==> src/ucr_consts.svh <==
// offsets, bit positions, reset values and timing counts of the connect/reset/suspend control
`ifndef UCR_CONSTS_SVH
`define UCR_CONSTS_SVH

// register byte addresses
`define UCR_ADDR_CTRL     12'h000
`define UCR_ADDR_STAT     12'h004
`define UCR_ADDR_MASK     12'h008
`define UCR_ADDR_VEC      12'h00c
`define UCR_ADDR_PWR      12'h010
`define UCR_ADDR_LINE     12'h014

// control register fields
`define UCR_CTRL_CONNECT  0
`define UCR_CTRL_SHADOW   1
`define UCR_CTRL_SCOPE    2
`define UCR_CTRL_RWAKE    3

// status / mask register fields
`define UCR_ST_BUSRST     0
`define UCR_ST_SUSPEND    1
`define UCR_ST_RESUME     2
`define UCR_ST_EXTWAKE    3
`define UCR_ST_W          4

// power control and line state fields
`define UCR_PWR_IDLE      0
`define UCR_LINE_SUSP     0
`define UCR_LINE_LOWPWR   1
`define UCR_LINE_DRIVE    2
`define UCR_LINE_FEATURE  3

// reset values
`define UCR_CTRL_RST      4'h0
`define UCR_STAT_RST      4'h0
`define UCR_MASK_RST      4'h0

// interrupt vector codes
`define UCR_VEC_NONE      8'h00
`define UCR_VEC_BUSRST    8'h17
`define UCR_VEC_SUSPEND   8'h18
`define UCR_VEC_RESUME    8'h19
`define UCR_VEC_EXTWAKE   8'h1a

// timing: figures in their own unit, counts at the pclk rate
`define UCR_CLK_MHZ       25
`define UCR_SE0_NS        2500
`define UCR_SE0_CYC       ((`UCR_SE0_NS * `UCR_CLK_MHZ + 999) / 1000)
`define UCR_IDLE_US       3000
`define UCR_IDLE_CYC      (`UCR_IDLE_US * `UCR_CLK_MHZ + 1)
`define UCR_SUSP_MAX_US   10000
`define UCR_SUSP_MAX_CYC  (`UCR_SUSP_MAX_US * `UCR_CLK_MHZ)
`define UCR_RW_WAIT_US    5000
`define UCR_RW_WAIT_CYC   (`UCR_RW_WAIT_US * `UCR_CLK_MHZ)
`define UCR_RW_DRIVE_US   2000
`define UCR_RW_DRIVE_CYC  (`UCR_RW_DRIVE_US * `UCR_CLK_MHZ)
`define UCR_TMR_W         18

`endif

==> src/ucr_pkg.sv <==
// types of the connect/reset/suspend control
`default_nettype none
package ucr_pkg;
  // remote wake sequencer states
  typedef enum logic [1:0] {
    UCR_RW_IDLE,
    UCR_RW_WAIT,
    UCR_RW_DRIVE
  } ucr_rw_state_t;
endpackage
`default_nettype wire

==> src/ucr_ctrl.sv <==
// usb connect, bus reset, suspend/resume and remote wake control with apb registers
// Contract
// - connect bit drives pullup, else tristate
// - connect bit survives bus reset
// - shadow bit selects normal memory map
// - scoped bus reset clears all but three
// - scoped bus reset asserts reset output
// - scope bit survives bus reset
// - bus reset sets status flag
// - masked bus reset interrupts, vector 0x17 (code: only with the scope bit clear; scoped reset clears the mask)
// - idle over 3.0 ms means suspend
// - suspended within 10 ms of detection
// - suspend sets flag and interrupt
// - idle bit stops clocks, state kept
// - bus activity wakes, flags resume (code: clears the idle bit only with the resume mask bit set)
// - resume interrupt clears idle bit
// - external wake restarts clocks, clears idle (code: only with the external wake mask bit set)
// - without idle bit clocks keep running
// - remote wake bit drives resume upstream
// - remote wake only when host enabled
// - remote wake after 5 ms suspended
// - resume signalling lasts 1 to 15 ms
// - master reset asserts reset output
//
// The APB register port and the register offsets were decided locally.
`timescale 1ns/1ns
`default_nettype none
`include "ucr_consts.svh"
module ucr_ctrl #(
  parameter int unsigned IDLE_CYC     = `UCR_IDLE_CYC,
  parameter int unsigned SUSP_MAX_CYC = `UCR_SUSP_MAX_CYC,
  parameter int unsigned RW_WAIT_CYC  = `UCR_RW_WAIT_CYC,
  parameter int unsigned RW_DRIVE_CYC = `UCR_RW_DRIVE_CYC
) (
  // apb clock and reset
  input  wire logic        pclk,
  input  wire logic        presetn,
  // apb slave
  input  wire logic        psel,
  input  wire logic        penable,
  input  wire logic        pwrite,
  input  wire logic [11:0] paddr,
  input  wire logic [31:0] pwdata,
  output logic      [31:0] prdata,
  output logic             pready,
  output logic             pslverr,
  // usb line state from the transceiver
  input  wire logic        usb_line_idle,
  input  wire logic        usb_line_se0,
  input  wire logic        remote_wake_feature,
  // external wake
  input  wire logic        external_wake_input,
  // usb pins
  output logic             dp_pullup_out,
  output logic             dp_pullup_oe,
  output logic             usb_resume_out,
  output logic             usb_resume_oe,
  // system
  output logic             reset_out,
  output logic             cpu_reset_out,
  output logic             boot_map_normal,
  output logic             clk_enable_out,
  output logic             cpu_irq
);
  // control bits and state
  logic [3:0]              ctrl_q;      // connect, shadow, scope, remote wake request
  logic [`UCR_ST_W-1:0]    stat_q;      // sticky event flags
  logic [`UCR_ST_W-1:0]    mask_q;      // interrupt enables
  logic                    idle_q;      // idle request bit
  logic                    susp_q;      // bus is in suspend
  logic                    ext_q;       // external wake, previous sample
  logic                    se0_done_q;  // bus reset seen, previous cycle
  logic                    idle_done_q; // idle timeout, previous cycle
  ucr_pkg::ucr_rw_state_t  rw_q;        // remote wake sequencer
  // timer flags
  logic                    se0_done;
  logic                    idle_done;
  logic                    susp_max_done;
  logic                    rw_wait_done;
  logic                    drive_done;
  // events and decode
  logic                    bus_rst_evt;
  logic                    soft_clr;
  logic                    susp_evt;
  logic                    resume_evt;
  logic                    ext_evt;
  logic                    setup;
  logic                    wr;
  logic                    mapped;
  logic [`UCR_ST_W-1:0]    set_v;
  logic [`UCR_ST_W-1:0]    pend;
  logic [31:0]             rd_v;
  logic [7:0]              vec_v;

  // bus reset: se0 held for the minimum reset time
  ucr_timer #(.LIMIT(`UCR_SE0_CYC)) u_se0 (
    .pclk    (pclk),
    .presetn (presetn),
    .run     (usb_line_se0),
    .done    (se0_done)
  );

  // suspend detect: idle line timer, restarted by any activity
  ucr_timer #(.LIMIT(IDLE_CYC)) u_idle (
    .pclk    (pclk),
    .presetn (presetn),
    .run     (usb_line_idle),
    .done    (idle_done)
  );

  // age of the suspend, upper bound for entering low power; two cycles short
  // so that the idle bit and then the clock gate both land by the deadline
  ucr_timer #(.LIMIT(SUSP_MAX_CYC - 2)) u_smax (
    .pclk    (pclk),
    .presetn (presetn),
    .run     (susp_q),
    .done    (susp_max_done)
  );

  // age of the suspend, lower bound before remote wake
  ucr_timer #(.LIMIT(RW_WAIT_CYC)) u_rwait (
    .pclk    (pclk),
    .presetn (presetn),
    .run     (susp_q),
    .done    (rw_wait_done)
  );

  // length of the upstream resume signalling
  ucr_timer #(.LIMIT(RW_DRIVE_CYC)) u_drive (
    .pclk    (pclk),
    .presetn (presetn),
    .run     (rw_q == ucr_pkg::UCR_RW_DRIVE),
    .done    (drive_done)
  );

  // rising edges of the detectors, resume from the line level while suspended; pclk is free running, never gated,
  // so all wake sensing works while the core clocks are stopped
  // ungated wake sensing
  assign bus_rst_evt = se0_done & ~se0_done_q;
  assign susp_evt    = idle_done & ~idle_done_q & ~susp_q;
  assign resume_evt  = susp_q & ~usb_line_idle & (rw_q != ucr_pkg::UCR_RW_DRIVE);
  assign ext_evt     = external_wake_input & ~ext_q;

  // scoped bus reset: clears everything but connect, shadow, scope and the bus reset flag
  // scoped logic clear
  assign soft_clr = bus_rst_evt & ctrl_q[`UCR_CTRL_SCOPE];

  // apb decode: setup phase latches the answer, access phase completes
  assign setup  = psel & ~penable;
  assign wr     = psel & penable & pready & pwrite & ~pslverr;
  assign mapped = (paddr == `UCR_ADDR_CTRL) | (paddr == `UCR_ADDR_STAT) |
                  (paddr == `UCR_ADDR_MASK) | (paddr == `UCR_ADDR_VEC) |
                  (paddr == `UCR_ADDR_PWR)  | (paddr == `UCR_ADDR_LINE);

  // hardware set terms of the status flags
  always_comb
  begin
    set_v = '0;
    set_v[`UCR_ST_BUSRST]  = bus_rst_evt;
    set_v[`UCR_ST_SUSPEND] = susp_evt;
    set_v[`UCR_ST_RESUME]  = resume_evt;
    set_v[`UCR_ST_EXTWAKE] = ext_evt;
  end

  assign pend = stat_q & mask_q;

  // vector of the highest priority pending source, bus reset first
  always_comb
  begin
    if (pend[`UCR_ST_BUSRST])
      vec_v = `UCR_VEC_BUSRST;
    else if (pend[`UCR_ST_RESUME])
      vec_v = `UCR_VEC_RESUME;
    else if (pend[`UCR_ST_EXTWAKE])
      vec_v = `UCR_VEC_EXTWAKE;
    else if (pend[`UCR_ST_SUSPEND])
      vec_v = `UCR_VEC_SUSPEND;
    else
      vec_v = `UCR_VEC_NONE;
  end

  // read mux; unused upper bits read as zero
  always_comb
  begin
    rd_v = 32'h0000_0000;
    case (paddr)
      `UCR_ADDR_CTRL: rd_v[3:0] = ctrl_q;
      `UCR_ADDR_STAT: rd_v[`UCR_ST_W-1:0] = stat_q;
      `UCR_ADDR_MASK: rd_v[`UCR_ST_W-1:0] = mask_q;
      `UCR_ADDR_VEC:  rd_v[7:0] = vec_v;
      `UCR_ADDR_PWR:  rd_v[`UCR_PWR_IDLE] = idle_q;
      `UCR_ADDR_LINE:
      begin
        rd_v[`UCR_LINE_SUSP]    = susp_q;
        rd_v[`UCR_LINE_LOWPWR]  = idle_q;
        rd_v[`UCR_LINE_DRIVE]   = (rw_q == ucr_pkg::UCR_RW_DRIVE);
        rd_v[`UCR_LINE_FEATURE] = remote_wake_feature;
      end
      default:        rd_v = 32'h0000_0000;
    endcase
  end

  // apb answer: no wait states, error on unmapped addresses
  always_ff @(posedge pclk or negedge presetn)
  begin
    if (!presetn)
    begin
      pready  <= 1'b0;
      pslverr <= 1'b0;
      prdata  <= 32'h0000_0000;
    end
    else if (setup)
    begin
      pready  <= 1'b1;
      pslverr <= ~mapped;
      prdata  <= pwrite ? 32'h0000_0000 : rd_v;
    end
    else
    begin
      pready  <= 1'b0;
      pslverr <= 1'b0;
    end
  end

  // edge detector history
  always_ff @(posedge pclk or negedge presetn)
  begin
    if (!presetn)
    begin
      se0_done_q  <= 1'b0;
      idle_done_q <= 1'b0;
      ext_q       <= 1'b0;
    end
    else
    begin
      se0_done_q  <= se0_done;
      idle_done_q <= idle_done;
      ext_q       <= external_wake_input;
    end
  end

  // control register; connect, shadow and scope ignore bus reset
  always_ff @(posedge pclk or negedge presetn)
  begin
    if (!presetn)
      ctrl_q <= `UCR_CTRL_RST;
    else
    begin
      if (wr && paddr == `UCR_ADDR_CTRL)
        ctrl_q <= pwdata[3:0];
      if (soft_clr)
        ctrl_q[`UCR_CTRL_RWAKE] <= 1'b0;
      // request is consumed once the resume signalling has ended
      if (rw_q == ucr_pkg::UCR_RW_DRIVE && drive_done)
        ctrl_q[`UCR_CTRL_RWAKE] <= 1'b0;
    end
  end

  // status flags: write one to clear, a set in the same cycle wins
  always_ff @(posedge pclk or negedge presetn)
  begin
    if (!presetn)
      stat_q <= `UCR_STAT_RST;
    else if (soft_clr)
      stat_q <= set_v;
    else if (wr && paddr == `UCR_ADDR_STAT)
      stat_q <= (stat_q & ~pwdata[`UCR_ST_W-1:0]) | set_v;
    else
      stat_q <= stat_q | set_v;
  end

  // interrupt mask
  always_ff @(posedge pclk or negedge presetn)
  begin
    if (!presetn)
      mask_q <= `UCR_MASK_RST;
    else if (soft_clr)
      mask_q <= `UCR_MASK_RST;
    else if (wr && paddr == `UCR_ADDR_MASK)
      mask_q <= pwdata[`UCR_ST_W-1:0];
  end

  // idle bit: set by firmware, cleared by the wake interrupts
  always_ff @(posedge pclk or negedge presetn)
  begin
    if (!presetn)
      idle_q <= 1'b0;
    else if (soft_clr)
      idle_q <= 1'b0;
    else if ((resume_evt & mask_q[`UCR_ST_RESUME]) |
             (ext_evt & mask_q[`UCR_ST_EXTWAKE]))
      idle_q <= 1'b0;
    else if (wr && paddr == `UCR_ADDR_PWR)
      idle_q <= pwdata[`UCR_PWR_IDLE];
    // firmware too slow: force the low power state before the deadline
    // suspend deadline
    else if (susp_q && susp_max_done)
      idle_q <= 1'b1;
  end

  // suspend state of the bus
  always_ff @(posedge pclk or negedge presetn)
  begin
    if (!presetn)
      susp_q <= 1'b0;
    else if (soft_clr || resume_evt || bus_rst_evt)
      susp_q <= 1'b0;
    else if (susp_evt)
      susp_q <= 1'b1;
    else if (rw_q == ucr_pkg::UCR_RW_DRIVE && drive_done)
      susp_q <= 1'b0;
  end

  // remote wake sequencer
  always_ff @(posedge pclk or negedge presetn)
  begin
    if (!presetn)
      rw_q <= ucr_pkg::UCR_RW_IDLE;
    else if (soft_clr)
      rw_q <= ucr_pkg::UCR_RW_IDLE;
    else
    begin
      case (rw_q)
        ucr_pkg::UCR_RW_IDLE:
          if (ctrl_q[`UCR_CTRL_RWAKE] && remote_wake_feature && susp_q)
            rw_q <= ucr_pkg::UCR_RW_WAIT;
        ucr_pkg::UCR_RW_WAIT:
          if (!susp_q || !ctrl_q[`UCR_CTRL_RWAKE])
            rw_q <= ucr_pkg::UCR_RW_IDLE;
          else if (rw_wait_done)
            rw_q <= ucr_pkg::UCR_RW_DRIVE;
        ucr_pkg::UCR_RW_DRIVE:
          if (drive_done)
            rw_q <= ucr_pkg::UCR_RW_IDLE;
        default:
          rw_q <= ucr_pkg::UCR_RW_IDLE;
      endcase
    end
  end

  // pins, clock gate, interrupt: every output from a flip-flop
  always_ff @(posedge pclk or negedge presetn)
  begin
    if (!presetn)
    begin
      dp_pullup_out   <= 1'b0;
      dp_pullup_oe    <= 1'b0;
      usb_resume_out  <= 1'b0;
      usb_resume_oe   <= 1'b0;
      boot_map_normal <= 1'b0;
      clk_enable_out  <= 1'b1;
      cpu_irq         <= 1'b0;
    end
    else
    begin
      dp_pullup_out   <= ctrl_q[`UCR_CTRL_CONNECT];
      dp_pullup_oe    <= ctrl_q[`UCR_CTRL_CONNECT];
      usb_resume_out  <= (rw_q == ucr_pkg::UCR_RW_DRIVE);
      usb_resume_oe   <= (rw_q == ucr_pkg::UCR_RW_DRIVE);
      boot_map_normal <= ctrl_q[`UCR_CTRL_SHADOW];
      clk_enable_out  <= ~idle_q;
      cpu_irq         <= |pend;
    end
  end

  // reset outputs: high through master reset, and during scoped bus reset
  always_ff @(posedge pclk or negedge presetn)
  begin
    if (!presetn)
    begin
      reset_out     <= 1'b1;
      cpu_reset_out <= 1'b1;
    end
    else
    begin
      reset_out     <= se0_done & ctrl_q[`UCR_CTRL_SCOPE];
      cpu_reset_out <= se0_done & ctrl_q[`UCR_CTRL_SCOPE];
    end
  end
endmodule
`default_nettype wire

==> src/ucr_timer.sv <==
// cycle timer: flags once its enable has held for LIMIT cycles
`timescale 1ns/1ns
`default_nettype none
`include "ucr_consts.svh"
module ucr_timer #(
  parameter int unsigned LIMIT = 1
) (
  // clock and reset
  input  wire logic pclk,
  input  wire logic presetn,
  // control
  input  wire logic run,
  // status
  output logic      done
);
  // terminal count, one below the limit since done is registered
  localparam logic [`UCR_TMR_W-1:0] LAST = `UCR_TMR_W'(LIMIT - 1);

  logic [`UCR_TMR_W-1:0] cnt_q;  // elapsed cycles of run

  // count while run holds, restart whenever it drops
  always_ff @(posedge pclk or negedge presetn)
  begin
    if (!presetn)
    begin
      cnt_q <= '0;
      done  <= 1'b0;
    end
    else if (!run)
    begin
      cnt_q <= '0;
      done  <= 1'b0;
    end
    else if (cnt_q == LAST)
      done <= 1'b1;  // saturate; stays up until run drops
    else
      cnt_q <= cnt_q + 1'b1;
  end
endmodule
`default_nettype wire
==> config.mk <==
export PLATFORM = sky130hd
export DESIGN_NAME = ucr_ctrl
export DESIGN_NICKNAME = d
export VERILOG_FILES = /design/src/ucr_pkg.sv /design/src/ucr_ctrl.sv /design/src/ucr_timer.sv
export VERILOG_INCLUDE_DIRS = /design/src
export SDC_FILE = /design/constraint.sdc
export NUM_CORES = 1
export LEC_CHECK = 0
export BUFFER_PORTS_ARGS = -buffer_cell sky130_fd_sc_hd__buf_2
export CORE_MARGIN = 2
export CORE_UTILIZATION = 30
export DETAILED_ROUTE_END_ITERATION = 7
export SYNTH_ARGS = -nofsm -noshare
export SYNTH_HDL_FRONTEND = slang
export SYNTH_SLANG_ARGS = --single-unit
==> constraint.sdc <==
create_clock -name pclk -period 2 [get_ports pclk]
set_input_delay 0.4 -clock pclk [delete_from_list [all_inputs] [get_ports pclk]]
set_output_delay 0.4 -clock pclk [all_outputs]
set_load 0.1 [all_outputs]
Word-level counts from Yosys, hierarchy flattened

Cells that the tools add are included.

Output and inout port bits: 43
Input bits: 53
Logic and storage cells: 166
Bits in registers: 154

Mux-type cells: 50
Add/sub/neg operators: 5
Bitwise operators: 35
Equality and inequality tests: 26
Reductions and logical operators: 21

Operator list:

| operator                                                                | number |
|---|---|
| 18-bit 2-to-1 mux                                                       | 10 |
| 18-bit by 1-bit adder with 18-bit output, second input constant         | 5 |
| 18-bit by 17-bit equality test with 1-bit output, second input constant | 2 |
| 12-bit by 4-bit equality test with 1-bit output, second input constant  | 2 |
| 12-bit by 5-bit equality test with 1-bit output, second input constant  | 2 |
| 4-bit 2-to-1 mux                                                        | 6 |
| 8-bit 2-to-1 mux                                                        | 3 |
| 1-bit 2-to-1 mux                                                        | 21 |
| 18-bit by 16-bit equality test with 1-bit output, second input constant | 1 |
| 18-bit equality test, second input constant                             | 1 |
| 18-bit by 6-bit equality test with 1-bit output, second input constant  | 1 |
| 1-bit bitwise AND                                                       | 15 |
| 3-bit one-hot mux with 5 select lines                                   | 1 |
| 2-bit inequality test, second input constant                            | 7 |
| 12-bit by 3-bit equality test with 1-bit output, second input constant  | 1 |
| 12-bit logical NOT                                                      | 1 |
| 2-bit 2-to-1 mux                                                        | 5 |
| 5-bit 2-to-1 mux                                                        | 2 |
| 1-bit NOT                                                               | 9 |
| 4-bit bitwise AND                                                       | 2 |
| 1-bit logical AND                                                       | 8 |
| 2-bit by 1-bit inequality test with 1-bit output, second input constant | 4 |
| 4-bit OR                                                                | 2 |
| 3-bit inequality test, second input constant                            | 2 |
| other kinds (15)                                                        | 24 |

Longest topological paths before layout

Word-level depth: 8
Depth in mapped cells: 6
Gate-level depth less buffers: 6

By module

Synthesis repeated with hierarchy kept, for this count alone.

Cells, all modules: 696
Area, all modules: 6924.1 sq um

By module, submodules not included:

| module              | cells an instance | area an instance (sq um) | seq. area each (sq um) | times used |
|---|---|---|---|---|
| ucr_ctrl            | 185               | 1829.3                   | 803.3                  | 1 |
| ucr_timer (u_drive) | 102               | 1054.8                   | 475.5                  | 1 |
| ucr_timer (u_se0)   | 103               | 1043.5                   | 475.5                  | 1 |
| ucr_timer (u_idle)  | 102               | 1037.2                   | 475.5                  | 1 |
| ucr_timer (u_smax)  | 104               | 984.7                    | 475.5                  | 1 |
| ucr_timer (u_rwait) | 100               | 974.7                    | 475.5                  | 1 |

Least setup slack after synthesis

OpenSTA, ideal clock, no wires.

Path type: reg-to-reg
Start point: register pready
End point: register stat_q[1]
Arrival: 2053 ps
Setup time: 122 ps
Cell stages (with the launch flop): 6
Setup slack: -174 ps
Period minus slack after synthesis: 2174 ps
Buffers on the path: 0
Data required time: 1878 ps
Cells stage by stage: dfrtp_1 and4b_1 nand4_1 nor3_1 nand2_1 a32o_1

Longest elaborated chain between the ends: 6

Ends and longest elaborated chain:

| item                            | line            | source |
|---|---|---|
| start, declared                 | ucr_ctrl.sv:45  | `output logic pready,` |
| start signal, assigned          | ucr_ctrl.sv:208 | `pready <= 1'b0;` |
| start signal, assigned          | ucr_ctrl.sv:214 | `pready <= 1'b1;` |
| start signal, assigned          | ucr_ctrl.sv:220 | `pready <= 1'b0;` |
| 1-bit bitwise AND (3 in series) | ucr_ctrl.sv:150 | `assign wr = psel & penable & pready & pwrite & ~pslverr;` |
| 1-bit logical AND (no line)     | -               |  |
| 4-bit 2-to-1 mux                | ucr_ctrl.sv:266 | `` else if (wr && paddr == `UCR_ADDR_STAT) `` |
| 4-bit 2-to-1 mux                | ucr_ctrl.sv:264 | `else if (soft_clr)` |
| end signal, assigned            | ucr_ctrl.sv:263 | `` stat_q <= `UCR_STAT_RST; `` |
| end signal, assigned            | ucr_ctrl.sv:265 | `stat_q <= set_v;` |
| end signal, assigned            | ucr_ctrl.sv:267 | `` stat_q <= (stat_q & ~pwdata[`UCR_ST_W-1:0]) \| set_v; `` |
| end, declared                   | ucr_ctrl.sv:67  | `` logic [`UCR_ST_W-1:0] stat_q; `` |

No other way between the ends.
A chain may end at the register's enable or synchronous reset.

Worst setup path after layout

Start point: register u_se0.cnt_q[12]
End point: register u_se0.cnt_q[0]

Longest elaborated chain between the ends: 2

Ends and longest elaborated chain:

| item                                            | line            | source |
|---|---|---|
| start, declared                                 | ucr_timer.sv:19 | `` logic [`UCR_TMR_W-1:0] cnt_q; `` |
| start signal, assigned                          | ucr_timer.sv:37 | `cnt_q <= cnt_q + 1'b1;` |
| 18-bit by 6-bit equality test with 1-bit output | ucr_timer.sv:34 | `else if (cnt_q == LAST)` |
| 2-bit inequality test (no line)                 | -               |  |

No other way between the ends.

==> results.rst <==
.. list-table::
   :header-rows: 1

   * - Metric
     - Value
   * - Result of the run
     - finished, final reports clean
   * - Count of inserted antenna diode cells
     - 0
   * - Vias in the first global route
     - ~4500
   * - Total via count in the routed design
     - 4610
   * - Detailed-route vias per instance
     - between 4 and 5
   * - Cell area after technology mapping
     - 6460 µm²
   * - Final clock skew
     - 0.00979 ns
   * - Pin count of the biggest net entering global routing
     - 54
   * - Leading post-synthesis cells by instance count
     - dfrtp_1 (125), nor2_1 (62), nand2_1 (45)
   * - Total area of multi-input combinational cells
     - 3040 µm²
   * - Nets@finish
     - between 700 and 800
   * - Biggest area consumer among synthesized cells
     - dfrtp_1
   * - Antenna-violating nets left
     - 0
   * - RSZ-0062 raised after global routing
     - no
   * - Die Wd
     - ~150 µm
   * - #FFs+latches synth
     - 127
   * - Worst min-delay path class
     - in2reg
   * - Cell types occupying the most area after synthesis
     - dfrtp_1 (48%), xnor2_1 (5.1%), and2_1 (4.1%), xor2_1 (3.7%), nor2_1 (3.6%)
   * - Data required, critical path
     - 2.28 ns
   * - Initial antenna violation count
     - 0
   * - Number of endpoints with negative hold slack in the final report
     - 0
   * - Core area
     - 21100 µm²
   * - Critical path peak fanout
     - 6
   * - CP endpoint kind
     - register
   * - Most common flop cell mapped by yosys
     - dfrtp_1
   * - PortBufs
     - 40
   * - Maximum buffer depth of the clock tree
     - 2
   * - Critical Path Source Type
     - register
   * - Pwr Density
     - about 800 nW/µm²
   * - Register area
     - approximately 3200 µm²
   * - Weighted congestion at the end of routability-driven global placement
     - 0.824
   * - Overall global routing resource usage
     - 0.116
   * - Total die area
     - 22700 µm²
   * - Ys async rst share
     - 1.00
   * - Global-route wire length before repair
     - 21300 µm
   * - Number of warnings reported in the yosys synthesis log
     - 0
   * - Count leader, synth
     - dfrtp_1
   * - Number of enable flip-flop cells after synthesis
     - 0
   * - Top cell type's share of synthesized area
     - 0.484
   * - Sequential area share after synthesis
     - 0.492
   * - Post-Synthesis Cells
     - between 600 and 700
   * - Number of design-rule violations left by the first detailed-router iteration
     - 188
   * - Number of clock sinks
     - about 130
   * - Worst endpoint data arrival time
     - around 2.1 ns
   * - Clock transition time at the flip-flop clock pins of the worst setup and hold paths
     - roughly 0.060 ns
   * - Critical path cell sequence
     - nor4_1, nand4_1, nor2_1, xnor2_1, nor2_1
   * - Synth unique cells
     - 60
   * - Count of maximum capacitance violations
     - 0
   * - Most used cell, CP
     - nor2_1
   * - Final period util
     - 0.909
   * - Upper clock frequency limit
     - approximately 550 MHz
   * - Number of detailed-route iterations in the first pass
     - 4
   * - # DRC
     - 0
   * - Number of fillers in the final layout
     - roughly 2100
   * - Root buffer cell
     - clkbuf_16
   * - Initial cell density of the core
     - 0.307
   * - Static leakage
     - ~3.4 nW
   * - Met2 usage
     - 0.187
   * - Final Routed Wirelength
     - around 13000 µm
   * - Clock tree from TritonCTS
     - built
   * - Area delta synth->final
     - 17.9%
   * - Mean post-synth cell area
     - 9.99 µm²
   * - Final core area utilization
     - 0.361
   * - Clk_lat worst skew
     - between 0.4 and 0.5 ns
   * - Sum of negative setup slack
     - 0 ns
   * - Wirelength per Cell
     - 12.6 µm
   * - Congestion Overflow GR
     - 0
   * - Min cycle time layout
     - 1.82 ns
   * - Number of top-level design ports
     - 96
   * - Cell with the biggest individual delay on the critical path
     - dfrtp_1
   * - Layout cells sized above 1
     - 0.153
   * - Type of the worst setup path
     - reg2reg
   * - Final Cell Area
     - 7620 µm²
   * - Post-CTS setup buffer count
     - 0
   * - Worst VDD drop
     - about 0.00052 V
   * - Die height
     - 151 µm
   * - Std-Cell Rows
     - between 50 and 60
   * - Post-detail-place hpwl
     - about 8600 µm
   * - Met1 Track Usage GR
     - 0.152
   * - Final Power
     - about 6.1 mW
   * - Max Slew Vio Count
     - 0
   * - Worst Hold Margin
     - around 0.1 ns
   * - H-tree levels
     - 4
   * - Final Setup Violations
     - 0
   * - Largest stage delay, worst path
     - approximately 0.43 ns
   * - Placed standard-cell area
     - ~7000 µm²
   * - Most used routing layer in global routing
     - met2
   * - Met3 global-route usage
     - 0.0331
   * - CTS Buf Count
     - 17
-- path summary, 6_finish.rpt --
kind / cells after the start / slack, ns / startpoint / endpoint
min in group asynchronous: 2 / 0.49 / presetn / u_rwait.cnt_q[5]
min reg2reg: 0 / 0.41 / ctrl_q[0] / dp_pullup_oe
min: 1 / 0.10 / external_wake_input / ext_q
max reg2reg: 5 / 0.18 / u_se0.cnt_q[12] / u_se0.cnt_q[0]
max in group asynchronous: 3 / 0.90 / presetn / u_idle.cnt_q[12]
max: 5 / 0.18 / u_se0.cnt_q[12] / u_se0.cnt_q[0]
-- registers in the layout, indices dropped and copies added, names as in the netlist, 2 cells and up --
register and cells:
u_se0.cnt_q 18, prdata 5, u_rwait.cnt_q 18, rw_q 2, u_smax.cnt_q 18, u_drive.cnt_q 18, mask_q 4, ctrl_q 4
u_idle.cnt_q 18, stat_q 4
-- routing by layer --
| metal | vias to the layer above | routed length [µm] | part of all wire |
|---|---|---|---|
| li1 | 2325 | - | - |
| met5 | - | 0 | 0 |
| met2 | 57 | 5940 | 0.47 |
| met4 | 0 | 112 | 0.0089 |
| met1 | 2218 | 6070 | 0.49 |
| met3 | 10 | 388 | 0.031 |
-- cell families (layout without fill, tap and decap cells) --
logic type	Yosys count	count (layout)	synth area share
AOI/OAI and AO/OA	73	73	0.0741
xor gates and xnor gates	65	65	0.0881
adders and majority gates	8	8	0.0155
buffers and inverters	62	110	0.0534
DFF	127	127	0.492
muxes	17	17	0.0288
other	1	27	0.000580
and+or+nand+nor	294	294	0.248
-- power breakdown --
| group | total (mW) | switching [mW] | internal [mW] | leakage [nW] |
|---|---|---|---|---|
| combinational | 0.410 | 0.347 | 0.0623 | 1.32 |
| sequential | 2.60 | 0.0179 | 2.59 | 1.74 |
| clock | 3.13 | 1.11 | 2.02 | 0.287 |
| total | 6.15 | 1.48 | 4.67 | 3.35 |
-- metrics by stage --
stage / setup slack, ns / instances
after floorplan: 0.112 / 673
after global placement: 0.00875 / 963
after detailed placement: 0.00212 / 963
after CTS: 0.161 / 996
after global routing: 0.0113 / 996
final: 0.182 / 996
-- cell usage in the layout (no fill, tap or decap), types with 3 or more instances in the layout --
cell type | synthesis | routed
a21boi_0 | 7 | 7
a21oi_1 | 11 | 11
a31oi_1 | 3 | 3
and2_1 | 42 | 42
and3_1 | 12 | 12
and4_1 | 8 | 8
buf_2 | 0 | 39
buf_4 | 30 | 18
bufinv_16 | 0 | 3
clkbuf_1 | 14 | 3
clkbuf_16 | 0 | 17
clkinv_2 | 0 | 3
clkinvlp_4 | 0 | 3
conb_1 | 1 | 27
dfrtp_1 | 125 | 123
ha_1 | 8 | 8
inv_1 | 17 | 17
mux2_2 | 3 | 3
mux2i_1 | 13 | 13
nand2_1 | 45 | 45
nand3_1 | 34 | 34
nand4_1 | 20 | 20
nor2_1 | 62 | 62
nor2b_1 | 8 | 8
nor3_1 | 17 | 17
nor3_2 | 3 | 3
nor4_1 | 11 | 11
nor4b_1 | 4 | 4
o21a_1 | 9 | 9
o21ai_0 | 21 | 21
o31ai_1 | 3 | 3
or3_1 | 12 | 12
xnor2_1 | 38 | 38
xor2_1 | 27 | 27
-- worst max-delay path: cells and delay by family, from the launching register on --
| family | cells | cell delay, ns |
|---|---|---|
| and+or+nand+nor | 4 | 1.09 |
| xor gates and xnor gates | 1 | 0.17 |
| DFF | 1 | 0.43 |
-- repair_timing --
action / CTS / global route
setup endpoints to repair: 0 / 0
hold buffers: 1 / 0
hold endpoints to repair: 36 / 0
resized for setup: 0 / 0
-- area by class of cell --
type / count / area share
Clock buffer: 22 / 0.0609
Clock inverter: 10 / 0.0179
Multi-Input combinational cell: 484 / 0.399
Inverter: 17 / 0.00837
Timing Repair Buffer: 61 / 0.0514
Sequential cell: 127 / 0.418
Tap cell: 275 / 0.0452
Note: power is estimated with default switching activity, not from simulation.
